### config.mk
export PLATFORM = sky130hd
export DESIGN_NAME = tdm_port_framing_control
export DESIGN_NICKNAME = d
export VERILOG_FILES = /design/src/rtl/tdm_port_pkg.sv /design/src/rtl/line_sample_if.sv /design/src/rtl/line_framer.sv /design/src/rtl/tdm_port_framing_control.sv
export SDC_FILE = /design/constraint.sdc
export NUM_CORES = 1
export LEC_CHECK = 0
export BUFFER_PORTS_ARGS = -buffer_cell sky130_fd_sc_hd__buf_4
export CAP_MARGIN = 0
export CORE_AREA = 3 3 122 124
export CTS_CLUSTER_DIAMETER = 30
export DETAILED_ROUTE_END_ITERATION = 10
export DIE_AREA = 0 0 125 127
export PLACE_DENSITY_LB_ADDON = 0.05
export SLEW_MARGIN = 20
export SYNTH_ARGS = -nofsm -noshare
export SYNTH_HDL_FRONTEND = slang
export SYNTH_SLANG_ARGS = --single-unit
### constraint.sdc
create_clock -name clk_i -period 2.1 [get_ports clk_i]
set_clock_uncertainty 0.15 [all_clocks]
set_input_delay 0.42 -clock clk_i [delete_from_list [all_inputs] [get_ports clk_i]]
set_output_delay 0.42 -clock clk_i [all_outputs]
set_load 0.1 [all_outputs]
### src/rtl/tdm_port_pkg.sv
// Shared constants for the TDM port framing control block
package tdm_port_pkg;

    // ****************************
    // Register map
    // ****************************
    localparam logic [7:0] RX_CTRL_OFS = 8'h00;
    localparam logic [7:0] TX_CTRL_OFS = 8'h04;
    localparam logic [15:0] RX_CTRL_RESET = 16'h0000;
    localparam logic [15:0] TX_CTRL_RESET = 16'h0000;
    localparam logic [15:0] RX_WR_MASK = 16'h47FF;
    localparam logic [15:0] TX_WR_MASK = 16'h4FFF;
    localparam logic [15:0] FAST_MASK = 16'h0100;

    // ****************************
    // Field positions
    // ****************************
    localparam int CTL_CLK_INV = 0;
    localparam int CTL_DATA_INV = 1;
    localparam int CTL_SYNC_INV = 2;
    localparam int RX_DET_RST = 3;
    localparam int TX_FORCE_N = 3;
    localparam int CTL_SYNC_DLY = 4;
    localparam int CTL_FRAME_SIZE = 6;
    localparam int CTL_FAST = 8;
    localparam int CTL_UNCHAN = 9;
    localparam int CTL_LOOP = 10;
    localparam int TX_PSEL = 11;
    localparam int RX_TIMEOUT = 12;
    localparam int RX_LOOP_UP = 13;
    localparam int CTL_IRQ_EN = 14;
    localparam int CTL_FLAG = 15;

    // ****************************
    // Frame timing, in line clocks
    // ****************************
    localparam logic [9:0] T1_LAST = 10'h0C0;
    localparam logic [9:0] E1_LAST = 10'h0FF;
    localparam logic [9:0] M4_LAST = 10'h1FF;
    localparam logic [9:0] M8_LAST = 10'h3FF;

    typedef enum logic [1:0] {
        DET_IDLE = 2'b01,
        DET_ARMED = 2'b10
    } det_state_e;

    function automatic logic [9:0] frame_last(input logic [1:0] size);
        case (size)
            2'b00: frame_last = T1_LAST;
            2'b01: frame_last = E1_LAST;
            2'b10: frame_last = M4_LAST;
            default: frame_last = M8_LAST;
        endcase
    endfunction

    // Whole-clock lead of the sync; half-clock lead uses the other edge
    function automatic logic [1:0] sync_lead(input logic [1:0] dly);
        case (dly)
            2'b10: sync_lead = 2'h1;
            2'b11: sync_lead = 2'h2;
            default: sync_lead = 2'h0;
        endcase
    endfunction

endpackage

### src/rtl/line_sample_if.sv
// Configuration and sampled results between the port controller and a line framer
`timescale 1ns/1ps
interface line_sample_if;
    logic clk_inv;
    logic data_inv;
    logic sync_inv;
    logic [1:0] sync_delay;
    logic [1:0] frame_size;
    logic unchan;
    logic bit_stb;
    logic data_bit;
    logic frame_start;
    logic align_change;
    logic [9:0] bit_index;

    modport framer (
        input clk_inv, data_inv, sync_inv, sync_delay, frame_size, unchan,
        output bit_stb, data_bit, frame_start, align_change, bit_index
    );
    modport user (
        output clk_inv, data_inv, sync_inv, sync_delay, frame_size, unchan,
        input bit_stb, data_bit, frame_start, align_change, bit_index
    );
endinterface

### src/rtl/line_framer.sv
// Line pin synchroniser, edge finder and frame alignment tracker
`timescale 1ns/1ps
module line_framer (
    input wire logic clk_i,
    input wire logic rst_i,
    input wire logic line_clk_i,
    input wire logic line_data_i,
    input wire logic line_sync_i,
    line_sample_if.framer ls
);
    // ****************************
    // Pin synchronisers
    // ****************************
    logic [2:0] clk_s_q, dat_s_q, syn_s_q;
    logic clk_f_q, dat_f_q, syn_f_q, clk_prev_q;

    always_ff @(posedge clk_i) begin
        if (rst_i) begin
            clk_s_q <= 3'h0;
            dat_s_q <= 3'h0;
            syn_s_q <= 3'h0;
            clk_f_q <= 1'b0;
            dat_f_q <= 1'b0;
            syn_f_q <= 1'b0;
            clk_prev_q <= 1'b0;
        end else begin
            clk_s_q <= {clk_s_q[1:0], line_clk_i};
            dat_s_q <= {dat_s_q[1:0], line_data_i};
            syn_s_q <= {syn_s_q[1:0], line_sync_i};
            // A level counts only once the second and third stages agree
            if (clk_s_q[1] == clk_s_q[2]) clk_f_q <= clk_s_q[2];
            if (dat_s_q[1] == dat_s_q[2]) dat_f_q <= dat_s_q[2];
            if (syn_s_q[1] == syn_s_q[2]) syn_f_q <= syn_s_q[2];
            clk_prev_q <= clk_f_q;
        end
    end

    // ****************************
    // Edges and sync sensing
    // ****************************
    logic rise, fall, stb, half, sync_lvl, seen, ev, start_now;
    logic sync_half_q, seen_prev_q, locked_q;
    logic [1:0] lead, cd_q;
    logic [9:0] cnt_q, last, cnt_next;

    assign rise = clk_f_q & ~clk_prev_q;
    assign fall = ~clk_f_q & clk_prev_q;
    assign stb = ls.clk_inv ? fall : rise;
    assign half = ls.clk_inv ? rise : fall;
    assign sync_lvl = syn_f_q ^ ls.sync_inv;
    assign seen = (ls.sync_delay == 2'b01) ? sync_half_q : sync_lvl;
    assign ev = stb & seen & ~seen_prev_q & ~ls.unchan;
    assign lead = tdm_port_pkg::sync_lead(ls.sync_delay);
    assign start_now = stb & ((ev & (lead == 2'h0)) | (cd_q == 2'h1));
    assign last = tdm_port_pkg::frame_last(ls.frame_size);
    assign cnt_next = (cnt_q == last) ? 10'h000 : cnt_q + 10'h001;

    always_ff @(posedge clk_i) begin
        if (rst_i) begin
            sync_half_q <= 1'b0;
            seen_prev_q <= 1'b0;
        end else begin
            if (half) sync_half_q <= sync_lvl;
            if (stb) seen_prev_q <= seen;
        end
    end

    // ****************************
    // Frame counter
    // ****************************
    always_ff @(posedge clk_i) begin
        if (rst_i || ls.unchan) begin
            cnt_q <= 10'h000;
            cd_q <= 2'h0;
            locked_q <= 1'b0;
        end else if (stb) begin
            if (ev && lead != 2'h0) cd_q <= lead;
            else if (cd_q != 2'h0) cd_q <= cd_q - 2'h1;
            if (start_now) begin
                cnt_q <= 10'h000;
                locked_q <= 1'b1;
            end else begin
                cnt_q <= cnt_next;
            end
        end
    end

    always_ff @(posedge clk_i) begin
        if (rst_i) begin
            ls.bit_stb <= 1'b0;
            ls.data_bit <= 1'b0;
            ls.frame_start <= 1'b0;
            ls.align_change <= 1'b0;
            ls.bit_index <= 10'h000;
        end else begin
            ls.bit_stb <= stb;
            if (stb) ls.data_bit <= dat_f_q ^ ls.data_inv;
            if (stb) ls.bit_index <= start_now ? 10'h000 : cnt_next;
            ls.frame_start <= stb & ~ls.unchan & (start_now | (locked_q & cnt_next == 10'h000));
            // Sync on any bit but the first of the running frame
            ls.align_change <= start_now & locked_q & (cnt_next != 10'h000);
        end
    end
endmodule

### src/rtl/tdm_port_framing_control.sv
// Per-port receive and transmit framing control with classic Wishbone registers
//
// The Wishbone interface to the registers and the register offsets were decided locally.
`timescale 1ns/1ps
module tdm_port_framing_control #(
    parameter int PORT_INDEX = 0
) (
    input wire logic clk_i,
    input wire logic rst_i,
    input wire logic wb_cyc_i,
    input wire logic wb_stb_i,
    input wire logic wb_we_i,
    input wire logic [7:0] wb_adr_i,
    input wire logic [3:0] wb_sel_i,
    input wire logic [31:0] wb_dat_i,
    output logic [31:0] wb_dat_o,
    output logic wb_ack_o,
    input wire logic rx_clock_pin_i,
    input wire logic rx_data_pin_i,
    input wire logic rx_frame_sync_pin_i,
    input wire logic tx_clock_pin_i,
    input wire logic tx_frame_sync_pin_i,
    output logic tx_data_pin_o,
    output logic rx_bit_o,
    output logic rx_bit_valid_o,
    output logic rx_frame_start_o,
    output logic [9:0] rx_bit_index_o,
    output logic fast_rx_valid_o,
    output logic tx_bit_req_o,
    output logic fast_tx_req_o,
    output logic tx_frame_start_o,
    output logic [9:0] tx_bit_index_o,
    input wire logic hdlc_tx_bit_i,
    input wire logic bert_tx_bit_i,
    input wire logic fast_tx_bit_i,
    input wire logic tx_timeslot_enable_i,
    input wire logic tx_timeslot_pattern_select_i,
    output logic loop_detector_reset_o,
    input wire logic loop_up_seen_i,
    input wire logic loop_down_seen_i,
    input wire logic loop_search_done_i,
    output logic irq_o
);
    // ****************************
    // Control registers
    // ****************************
    // Fast bypass bit exists only on the two fast-capable ports
    localparam logic [15:0] FAST_KEEP = (PORT_INDEX < 2) ? 16'hFFFF : ~tdm_port_pkg::FAST_MASK;
    localparam logic [15:0] RX_MASK = tdm_port_pkg::RX_WR_MASK & FAST_KEEP;
    localparam logic [15:0] TX_MASK = tdm_port_pkg::TX_WR_MASK & FAST_KEEP;

    logic [15:0] rx_ctl_q, tx_ctl_q, rx_rd, tx_rd;
    logic ack_q, req, wr_take, rd_clr_rx, rd_clr_tx, hit_rx, hit_tx;
    logic rx_flag_q, tx_flag_q, loop_up_q;
    logic [31:0] dat_q;

    function automatic logic [15:0] merge_write(
        input logic [15:0] old,
        input logic [31:0] wdat,
        input logic [3:0] sel,
        input logic [15:0] mask
    );
        logic [15:0] m;
        m = mask & {{8{sel[1]}}, {8{sel[0]}}};
        merge_write = (old & ~m) | (wdat[15:0] & m);
    endfunction

    assign req = wb_cyc_i & wb_stb_i;
    assign hit_rx = wb_adr_i == tdm_port_pkg::RX_CTRL_OFS;
    assign hit_tx = wb_adr_i == tdm_port_pkg::TX_CTRL_OFS;
    assign wr_take = req & ack_q & wb_we_i;
    assign rd_clr_rx = req & ack_q & ~wb_we_i & hit_rx;
    assign rd_clr_tx = req & ack_q & ~wb_we_i & hit_tx;
    assign wb_ack_o = ack_q;
    assign wb_dat_o = dat_q;

    always_ff @(posedge clk_i) begin
        if (rst_i) begin
            rx_ctl_q <= tdm_port_pkg::RX_CTRL_RESET;
            tx_ctl_q <= tdm_port_pkg::TX_CTRL_RESET;
        end else if (wr_take) begin
            if (hit_rx) rx_ctl_q <= merge_write(rx_ctl_q, wb_dat_i, wb_sel_i, RX_MASK);
            if (hit_tx) tx_ctl_q <= merge_write(tx_ctl_q, wb_dat_i, wb_sel_i, TX_MASK);
        end
    end

    // Status in real time; flags and loop-up come from the block's own state
    always_comb begin
        rx_rd = rx_ctl_q;
        rx_rd[tdm_port_pkg::RX_TIMEOUT] = loop_search_done_i & ~loop_up_q;
        rx_rd[tdm_port_pkg::RX_LOOP_UP] = loop_up_q;
        rx_rd[tdm_port_pkg::CTL_FLAG] = rx_flag_q;
        tx_rd = tx_ctl_q;
        tx_rd[tdm_port_pkg::CTL_FLAG] = tx_flag_q;
    end

    // ****************************
    // Wishbone slave
    // ****************************
    // One wait state; unmapped addresses answer with zero data
    always_ff @(posedge clk_i) begin
        if (rst_i) begin
            ack_q <= 1'b0;
            dat_q <= 32'h0000_0000;
        end else begin
            ack_q <= req & ~ack_q;
            if (req && !ack_q && !wb_we_i) begin
                dat_q <= 32'h0000_0000;
                if (hit_rx) dat_q <= {16'h0000, rx_rd};
                if (hit_tx) dat_q <= {16'h0000, tx_rd};
            end
        end
    end

    // ****************************
    // Line framers
    // ****************************
    line_sample_if rx_ls ();
    line_sample_if tx_ls ();

    assign rx_ls.clk_inv = rx_ctl_q[tdm_port_pkg::CTL_CLK_INV];
    assign rx_ls.data_inv = rx_ctl_q[tdm_port_pkg::CTL_DATA_INV];
    assign rx_ls.sync_inv = rx_ctl_q[tdm_port_pkg::CTL_SYNC_INV];
    assign rx_ls.sync_delay = rx_ctl_q[tdm_port_pkg::CTL_SYNC_DLY +: 2];
    assign rx_ls.frame_size = rx_ctl_q[tdm_port_pkg::CTL_FRAME_SIZE +: 2];
    assign rx_ls.unchan = rx_ctl_q[tdm_port_pkg::CTL_UNCHAN];
    assign tx_ls.clk_inv = tx_ctl_q[tdm_port_pkg::CTL_CLK_INV];
    assign tx_ls.data_inv = 1'b0;
    assign tx_ls.sync_inv = tx_ctl_q[tdm_port_pkg::CTL_SYNC_INV];
    assign tx_ls.sync_delay = tx_ctl_q[tdm_port_pkg::CTL_SYNC_DLY +: 2];
    assign tx_ls.frame_size = tx_ctl_q[tdm_port_pkg::CTL_FRAME_SIZE +: 2];
    assign tx_ls.unchan = tx_ctl_q[tdm_port_pkg::CTL_UNCHAN];

    line_framer u_rx_framer (
        .clk_i(clk_i),
        .rst_i(rst_i),
        .line_clk_i(rx_clock_pin_i),
        .line_data_i(rx_data_pin_i),
        .line_sync_i(rx_frame_sync_pin_i),
        .ls(rx_ls.framer)
    );

    line_framer u_tx_framer (
        .clk_i(clk_i),
        .rst_i(rst_i),
        .line_clk_i(tx_clock_pin_i),
        .line_data_i(1'b0),
        .line_sync_i(tx_frame_sync_pin_i),
        .ls(tx_ls.framer)
    );

    // ****************************
    // Transmit data path
    // ****************************
    logic tx_fast, tx_unchan, tx_psel, tx_src, tx_bit, tx_line_q;
    assign tx_fast = tx_ctl_q[tdm_port_pkg::CTL_FAST];
    assign tx_unchan = tx_ctl_q[tdm_port_pkg::CTL_UNCHAN];
    // Port-level select overrides the per-timeslot choice only when unchannelized
    assign tx_psel = tx_unchan ? tx_ctl_q[tdm_port_pkg::TX_PSEL]
                               : tx_timeslot_pattern_select_i;

    always_comb begin
        if (tx_fast) tx_src = fast_tx_bit_i;
        else if (!(tx_unchan || tx_timeslot_enable_i)) tx_src = 1'b1;
        else if (tx_psel) tx_src = bert_tx_bit_i;
        else tx_src = hdlc_tx_bit_i;
        // Network loopback sends the last received bit back out
        tx_bit = tx_ctl_q[tdm_port_pkg::CTL_LOOP] ? rx_ls.data_bit : tx_src;
    end

    always_ff @(posedge clk_i) begin
        if (rst_i) begin
            tx_line_q <= 1'b1;
        end else if (tx_ls.bit_stb) begin
            // Forcing wins over inversion so the pin itself is all ones
            if (!tx_ctl_q[tdm_port_pkg::TX_FORCE_N]) tx_line_q <= 1'b1;
            else tx_line_q <= tx_bit ^ tx_ctl_q[tdm_port_pkg::CTL_DATA_INV];
        end
    end

    assign tx_data_pin_o = tx_line_q;
    assign tx_bit_req_o = tx_ls.bit_stb & ~tx_fast;
    assign fast_tx_req_o = tx_ls.bit_stb & tx_fast;
    assign tx_frame_start_o = tx_ls.frame_start & ~tx_fast;
    assign tx_bit_index_o = tx_ls.bit_index;

    // ****************************
    // Receive data path
    // ****************************
    logic rx_fast, local_lb, rx_src_stb, rx_src_bit;
    logic rx_bit_q, rx_valid_q, fast_valid_q, rx_fs_q;
    logic [9:0] rx_idx_q;
    assign rx_fast = rx_ctl_q[tdm_port_pkg::CTL_FAST];
    assign local_lb = rx_ctl_q[tdm_port_pkg::CTL_LOOP];
    assign rx_src_stb = local_lb ? tx_ls.bit_stb : rx_ls.bit_stb;
    assign rx_src_bit = local_lb ? tx_line_q : rx_ls.data_bit;

    always_ff @(posedge clk_i) begin
        if (rst_i) begin
            rx_bit_q <= 1'b0;
            rx_valid_q <= 1'b0;
            fast_valid_q <= 1'b0;
            rx_fs_q <= 1'b0;
            rx_idx_q <= 10'h000;
        end else begin
            if (rx_src_stb) rx_bit_q <= rx_src_bit;
            rx_valid_q <= rx_src_stb & ~rx_fast;
            fast_valid_q <= rx_src_stb & rx_fast;
            rx_fs_q <= ~rx_fast & (local_lb ? tx_ls.frame_start : rx_ls.frame_start);
            rx_idx_q <= local_lb ? tx_ls.bit_index : rx_ls.bit_index;
        end
    end

    assign rx_bit_o = rx_bit_q;
    assign rx_bit_valid_o = rx_valid_q;
    assign fast_rx_valid_o = fast_valid_q;
    assign rx_frame_start_o = rx_fs_q;
    assign rx_bit_index_o = rx_idx_q;

    // ****************************
    // Alignment flags and interrupt
    // ****************************
    logic irq_q;
    always_ff @(posedge clk_i) begin
        if (rst_i) begin
            rx_flag_q <= 1'b0;
            tx_flag_q <= 1'b0;
            irq_q <= 1'b0;
        end else begin
            // A new event beats a read clear in the same cycle
            if (rx_ls.align_change) rx_flag_q <= 1'b1;
            else if (rd_clr_rx) rx_flag_q <= 1'b0;
            if (tx_ls.align_change) tx_flag_q <= 1'b1;
            else if (rd_clr_tx) tx_flag_q <= 1'b0;
            irq_q <= (rx_flag_q & rx_ctl_q[tdm_port_pkg::CTL_IRQ_EN])
                   | (tx_flag_q & tx_ctl_q[tdm_port_pkg::CTL_IRQ_EN]);
        end
    end
    assign irq_o = irq_q;

    // ****************************
    // Loop detector control
    // ****************************
    tdm_port_pkg::det_state_e det_state_q;
    logic loop_detector_reset, det_pulse_q;
    assign loop_detector_reset = rx_ctl_q[tdm_port_pkg::RX_DET_RST];

    always_ff @(posedge clk_i) begin
        if (rst_i) begin
            det_state_q <= tdm_port_pkg::DET_IDLE;
            det_pulse_q <= 1'b0;
        end else begin
            det_pulse_q <= 1'b0;
            case (det_state_q)
                tdm_port_pkg::DET_IDLE: begin
                    if (loop_detector_reset) det_state_q <= tdm_port_pkg::DET_ARMED;
                end
                tdm_port_pkg::DET_ARMED: begin
                    if (!loop_detector_reset) begin
                        det_state_q <= tdm_port_pkg::DET_IDLE;
                        det_pulse_q <= 1'b1;
                    end
                end
                default: det_state_q <= tdm_port_pkg::DET_IDLE;
            endcase
        end
    end
    assign loop_detector_reset_o = det_pulse_q;

    always_ff @(posedge clk_i) begin
        if (rst_i) loop_up_q <= 1'b0;
        else if (loop_up_seen_i) loop_up_q <= 1'b1;
        else if (loop_down_seen_i || det_pulse_q) loop_up_q <= 1'b0;
    end
endmodule

==> results of run 1 <==
[layer usage]
layer	track usage	vias to the layer above
met3	0.0502	20
met5	0	-
met1	0.258	2615
li1	-	2716
met2	0.341	166
met4	0.0625	0
[critical path, stage by stage (launching register included)]
cell and delay [ns]:
dfxtp_1 0.45, xnor2_2 0.13, or4b_2 0.68, and3_1 0.22
o21ai_0 0.17, a21oi_1 0.08
[cells in the mapped netlist, types with 5 or more instances]
| cell | instances |
|---|---|
| nand3b_1 | 10 |
| nand4_1 | 8 |
| nand2_1 | 74 |
| a21oi_1 | 77 |
| nor2b_1 | 20 |
| dfxtp_1 | 143 |
| a31oi_1 | 6 |
| o21ai_0 | 34 |
| nor2_1 | 59 |
| a32oi_1 | 5 |
| xnor2_1 | 18 |
| a22oi_1 | 19 |
| nand3_1 | 23 |
| buf_1 | 9 |
| inv_1 | 16 |
| nand2b_1 | 7 |
| ha_1 | 6 |
| xor2_1 | 7 |
| and3_1 | 5 |
| buf_4 | 16 |
| mux2i_1 | 17 |
| buf_2 | 13 |
| clkbuf_1 | 26 |
| o31ai_1 | 14 |
| nor3_1 | 15 |
| nor4_1 | 6 |
[logic make-up after synthesis]
kind of cell    after synthesis  synth area share
simple gates                255             0.206
compound gates              185             0.186
flops                       143             0.461
buf+inv                      83            0.0660
xor+xnor                     25            0.0352
mux                          20            0.0328
fa+ha+maj                     6            0.0121
other cells                   1          0.000603
[final cells by class]
class	instances	area (sq um)
Clock buffer	18	439
Clock inverter	14	183
Fill cell	1300	6040
Inverter	16	60.1
Multi-Input combinational cell	507	3050
Sequential cell	143	2870
Tap cell	180	225
Timing Repair Buffer	134	1020
[stage by stage]
| stage | util | setup WS (ns) | hold slack [ns] | cell area [sq um] | TNS [ns] |
|---|---|---|---|---|---|
| 6_report | 0.565 | 0.0902 | 0.0541 | 7850 | 0 |
| 5_1_grt | 0.565 | -0.00818 | 0.0583 | 7850 | -0.0111 |
| 4_1_cts | 0.561 | 0.0249 | 0.0348 | 7790 | 0 |
| 3_5_place_dp | 0.517 | 0.0418 | 0.270 | 7170 | 0 |
| 3_3_place_gp | 0.517 | 0.0712 | 0.267 | 7170 | 0 |
| 2_1_floorplan | - | 0.0696 | 0.261 | 6280 | 0 |
[final timing paths]
| check | startpoint | endpoint | slack (ns) | cells after the start |
|---|---|---|---|---|
| worst max register to register | flop | u_tx_framer.cd_q[0]$_SDFFE_PP0P_ | 0.09 | 5 |
| worst min-delay path | loop_up_seen_i | loop_up_q$_SDFFE_PP0P_ | 0.05 | 3 |
| worst max-delay path | flop | u_tx_framer.cd_q[0]$_SDFFE_PP0P_ | 0.09 | 5 |
| worst min register to register | u_rx_framer.syn_s_q[0]$_SDFF_PP0_ | u_rx_framer.syn_s_q[1]$_SDFF_PP0_ | 0.28 | 1 |
[power groups by stage]
stage          clock (mW)  sequential, mW  combinational (mW)
2_1_floorplan           0            2.80               0.218
3_3_place_gp            0            2.79               0.289
3_5_place_dp            0            2.79               0.291
4_1_cts              3.21            2.73               0.291
5_1_grt              3.33            2.73               0.307
6_report             3.14            2.73               0.291
[timing repair]
item,4_1_cts,5_1_grt
setup endpoints to repair,0,40
hold endpoints to repair,0,0
resized for setup,0,11
setup buffers,0,0
==> flow_summary.yaml, run 1 <==
outcome:
  status: "finished clean"
floorplanning:
  die_width_um: 125
  placementRows: 43
  core-area_sq_um: 13900
  die_h_um: 127
  die-area_sq_um: 15900
  start_util: 0.448
  io_pins: 125
placement:
  io_buffers: 87
  dp_cells: 980
  routabilityCongestion: 0.841
  hpwl_um: 11600
power_and_ir_drop:
  seq_power_share: 0.443
  ir_drop_uv: 508
  power.density_nw_per_um2: 786
  p_leak_nw: 2.97
  power_frac_comb: 0.047
  power_mw: 6.17
  power.switching_mw: 1.45
  p_clk_frac: 0.510
  swShare: 0.235
  p_int_mw: 4.72
global_routing:
  grt_start_max_net_pins: 43
  globalRouteOverflowTotal: 0
  grt_pass1_wl_um: 26200
  grt_use_total: 0.203
  grt_pass1_vias: 5290
  antenna_found_initial: 0
synth:
  yosysWarnings: 0
  synth_cells: 718
  synth_top_area_cell: "dfxtp_1"
  synthArstFlopShare: 0
  netlist_area_sq_um: 6210
  ys.flop_type: "dfxtp_1"
  ys_seq_area_frac: 0.461
  synth-seq-cells: 143
  syn_avg_cell_area_sq_um: 8.66
  ys_top_cells_by_area: "dfxtp_1, a21oi_1, nand2_1"
  synth_edf_count: 0
  synth_top_area_share: 0.461
  yosysUniqueCellTypes: 69
layout:
  layout_common_cells: "dfxtp_1, buf_4, a21oi_1"
  finalNonFillerCells: 1012
  nNetsFinal: 887
  final_common_cell: "dfxtp_1"
  diodes: 0
  area_growth_pct: 26.2
  drive_above_1_share: 0.231
sta:
  hold_viol: 0
  maxSlewHeadroom: 0.651
  post-route-period-util: 0.957
  timing.final.crit_period_ns: 2.01
  clock.fmax_mhz: 498
  setup_viol: 0
  slew_violations: 0
  tightest_slew_ns: 0.522
worst_setup_path:
  cp.required_ns: 2.25
  start_kind: "flop"
  path_max_fanout: 4
  endpoint_kind: "flop"
  cp.arrival_ns: 2.16
  critPathKind: "reg2reg"
route:
  viasPerCell: 5.45
  totalWireLength_um: 16200
  met3_length_um: 911
  drc: 0
  drt-pass1-iter-count: 5
  routed.top_layer: "met4"
  met2_length_um: 7910
  drtIter0Drc: 367
  via_count: 5517
  wl_per_cell_um: 16.0
  antenna_left: 0
  wl_met1_um: 7210
clock_network:
  cts.root.buffer_cell: "clkbuf_16"
  htree_levels: 4
  cts_buffer_depth: 2
  cts_tree: "done"
  clkTransAtPathRegs_ns: 0.06
  numCtsBuffers: 17
  cts_sinks: 143
  cts_hold_repair.buffers: 0
  insertion_delay_ns: 0.42
run:
  maxCapViolCount: 0
min_path:
  worstHoldPathType: "in2reg"
Note: power is estimated with default switching activity, not from simulation.
==> run 2, diff against run 1 <==
--- a/config.mk
+++ b/config.mk
@@ -11,6 +11,7 @@
 export CTS_CLUSTER_DIAMETER = 30
 export DETAILED_ROUTE_END_ITERATION = 10
 export DIE_AREA = 0 0 125 127
+export HOLD_SLACK_MARGIN = 0.1
 export PLACE_DENSITY_LB_ADDON = 0.05
 export SLEW_MARGIN = 20
 export SYNTH_ARGS = -nofsm -noshare
==> run 2 against run 1 <==
Compared with the run above: non-clock buffer count grew 15; via count grew 0.73%; fmax shrank 0.79%; largest cell class unchanged; highest routed layer unchanged.
==> flow_summary.yaml, run 2 (synthesis results as in run 1) <==
outcome:
  status: "finished clean"
route:
  via_count: 5557
  antenna_left: 0
  wl_per_cell_um: 16.0
  drc: 0
  drt-pass1-iter-count: 5
  viasPerCell: 5.41
  drtIter0Drc: 352
  totalWireLength_um: 16500
clock_network:
  cts_sinks: 143
  insertion_delay_ns: 0.42
  cts.root.buffer_cell: "clkbuf_16"
  numCtsBuffers: 17
  cts_buffer_depth: 2
  htree_levels: 4
  cts_tree: "done"
  cts_setup_buffers: 0
  clkTransAtPathRegs_ns: 0.06
worst_setup_path:
  cp.required_ns: 2.32
  crit_start: "u_rx_framer.cnt_q[1]$_SDFFE_PP0P_"
  r2r_slack_ns: 0.07
  reg2reg_from: "u_rx_framer.cnt_q[1]$_SDFFE_PP0P_"
  start_kind: "flop"
  endpoint_kind: "flop"
  r2r_end: "u_rx_framer.ls.frame_start$_SDFF_PP0_"
  cp.arrival_ns: 2.24
  path_max_fanout: 6
  critPathKind: "reg2reg"
  worstRegToRegCells: 6
layout:
  diodes: 0
  area_growth_pct: 28.7
  utilization: 0.576
  drive_above_1_share: 0.228
  final_common_cell: "dfxtp_1"
  layout_common_cells: "dfxtp_1, buf_4, a21oi_1"
  n_fill_cell: 1279
  nNetsFinal: 902
  multi_input_area_sq_um: 3060
  seq_area_sq_um: 2870
min_path:
  hold_start: "wb_dat_i[4]"
  worstHoldPathType: "in2reg"
  holdPathStages: 3
sta:
  hold_viol: 0
  clock.fmax_mhz: 494
  slew_violations: 0
  timing.final.crit_period_ns: 2.03
  maxSlewHeadroom: 0.633
  setup_viol: 0
  tightest_slew_ns: 0.548
  fin_setup_tns_ns: 0
  post-route-period-util: 0.965
global_routing:
  grt_start_max_net_pins: 43
  grt_pass1_vias: 5374
  globalRouteOverflowTotal: 0
  grt_use_total: 0.205
  antenna_found_initial: 0
  grt_pass1_wl_um: 26600
floorplanning:
  die_width_um: 125
  placementRows: 43
  core-area_sq_um: 13900
  start_util: 0.448
  die_h_um: 127
  die-area_sq_um: 15900
  io_pins: 125
placement:
  hpwl_um: 11600
  routabilityCongestion: 0.841
  io_buffers: 87
power_and_ir_drop:
  p_leak_nw: 3.03
  power.density_nw_per_um2: 774
  power_mw: 6.19
  ir_drop_uv: 508
run:
  maxCapViolCount: 0
==> run 2: cell count changes in the layout (fill, tap and decap cells not counted) <==
cell           change
nor2_1             -1
dlygate4sd3_1     +15
buf_4              -1
buf_6              +1
nor2_2             +1
==> run 2: how the worst max path moves through the flow <==
stage,end,cells after the start
after global placement,u_rx_framer.ls.frame_start$_SDFF_PP0_,6
after CTS,u_rx_framer.ls.frame_start$_SDFF_PP0_,6
final,u_rx_framer.ls.frame_start$_SDFF_PP0_,6
after global routing,u_tx_framer.ls.align_change$_SDFF_PP0_,5
after detailed placement,wb_dat_o[5]$_SDFFE_PP0P_,7
after floorplan,u_rx_framer.ls.frame_start$_SDFF_PP0_,7
==> run 2: final cells by class <==
cell class                      instances  area share
Multi-Input combinational cell        507       0.382
Sequential cell                       143       0.358
Timing Repair Buffer                  149       0.147
Clock buffer                           18      0.0549
Tap cell                              180      0.0281
Clock inverter                         14      0.0228
Inverter                               16     0.00751
==> run 2: power breakdown <==
group          switching [mW]  leakage [nW]  internal (mW)  total [mW]
clock                    1.22         0.288           1.92        3.15
combinational           0.222          1.59         0.0927       0.314
sequential            0.00675          1.16           2.73        2.73
==> run 2: what timing repair did <==
action                                  in CTS  in global routing
resized for setup                            0                 13
hold buffers                                15                  0
endpoints found under the setup margin       0                 48
endpoints found under the hold margin       19                  0
==> run 2: per-stage QoR <==
step                      setup WS [ns]  std cells  instance area [sq um]  hold WS, ns
final                            0.0743       1027                   8000        0.120
after global routing           -0.00818       1027                   8000        0.112
after CTS                        0.0249       1027                   7940        0.102
after detailed placement         0.0418        980                   7170        0.270
after global placement           0.0712        980                   7170        0.267
after floorplan                  0.0696        733                   6280        0.261
==> run 2: per-layer routing <==
metal	part of all wire	up-vias	track usage
met2	0.49	157	0.349
met3	0.045	19	0.0485
li1	-	2736	-
met5	0	-	0
met1	0.45	2645	0.260
met4	0.012	0	0.0644
==> run 2: worst max-delay path: stages (launching register included) <==
cell and delay (ns):
dfxtp_1 0.36, ha_1 0.24, nor3_1 0.16, a31oi_1 0.07
or4b_4 0.54, o41ai_4 0.26, a41o_1 0.20
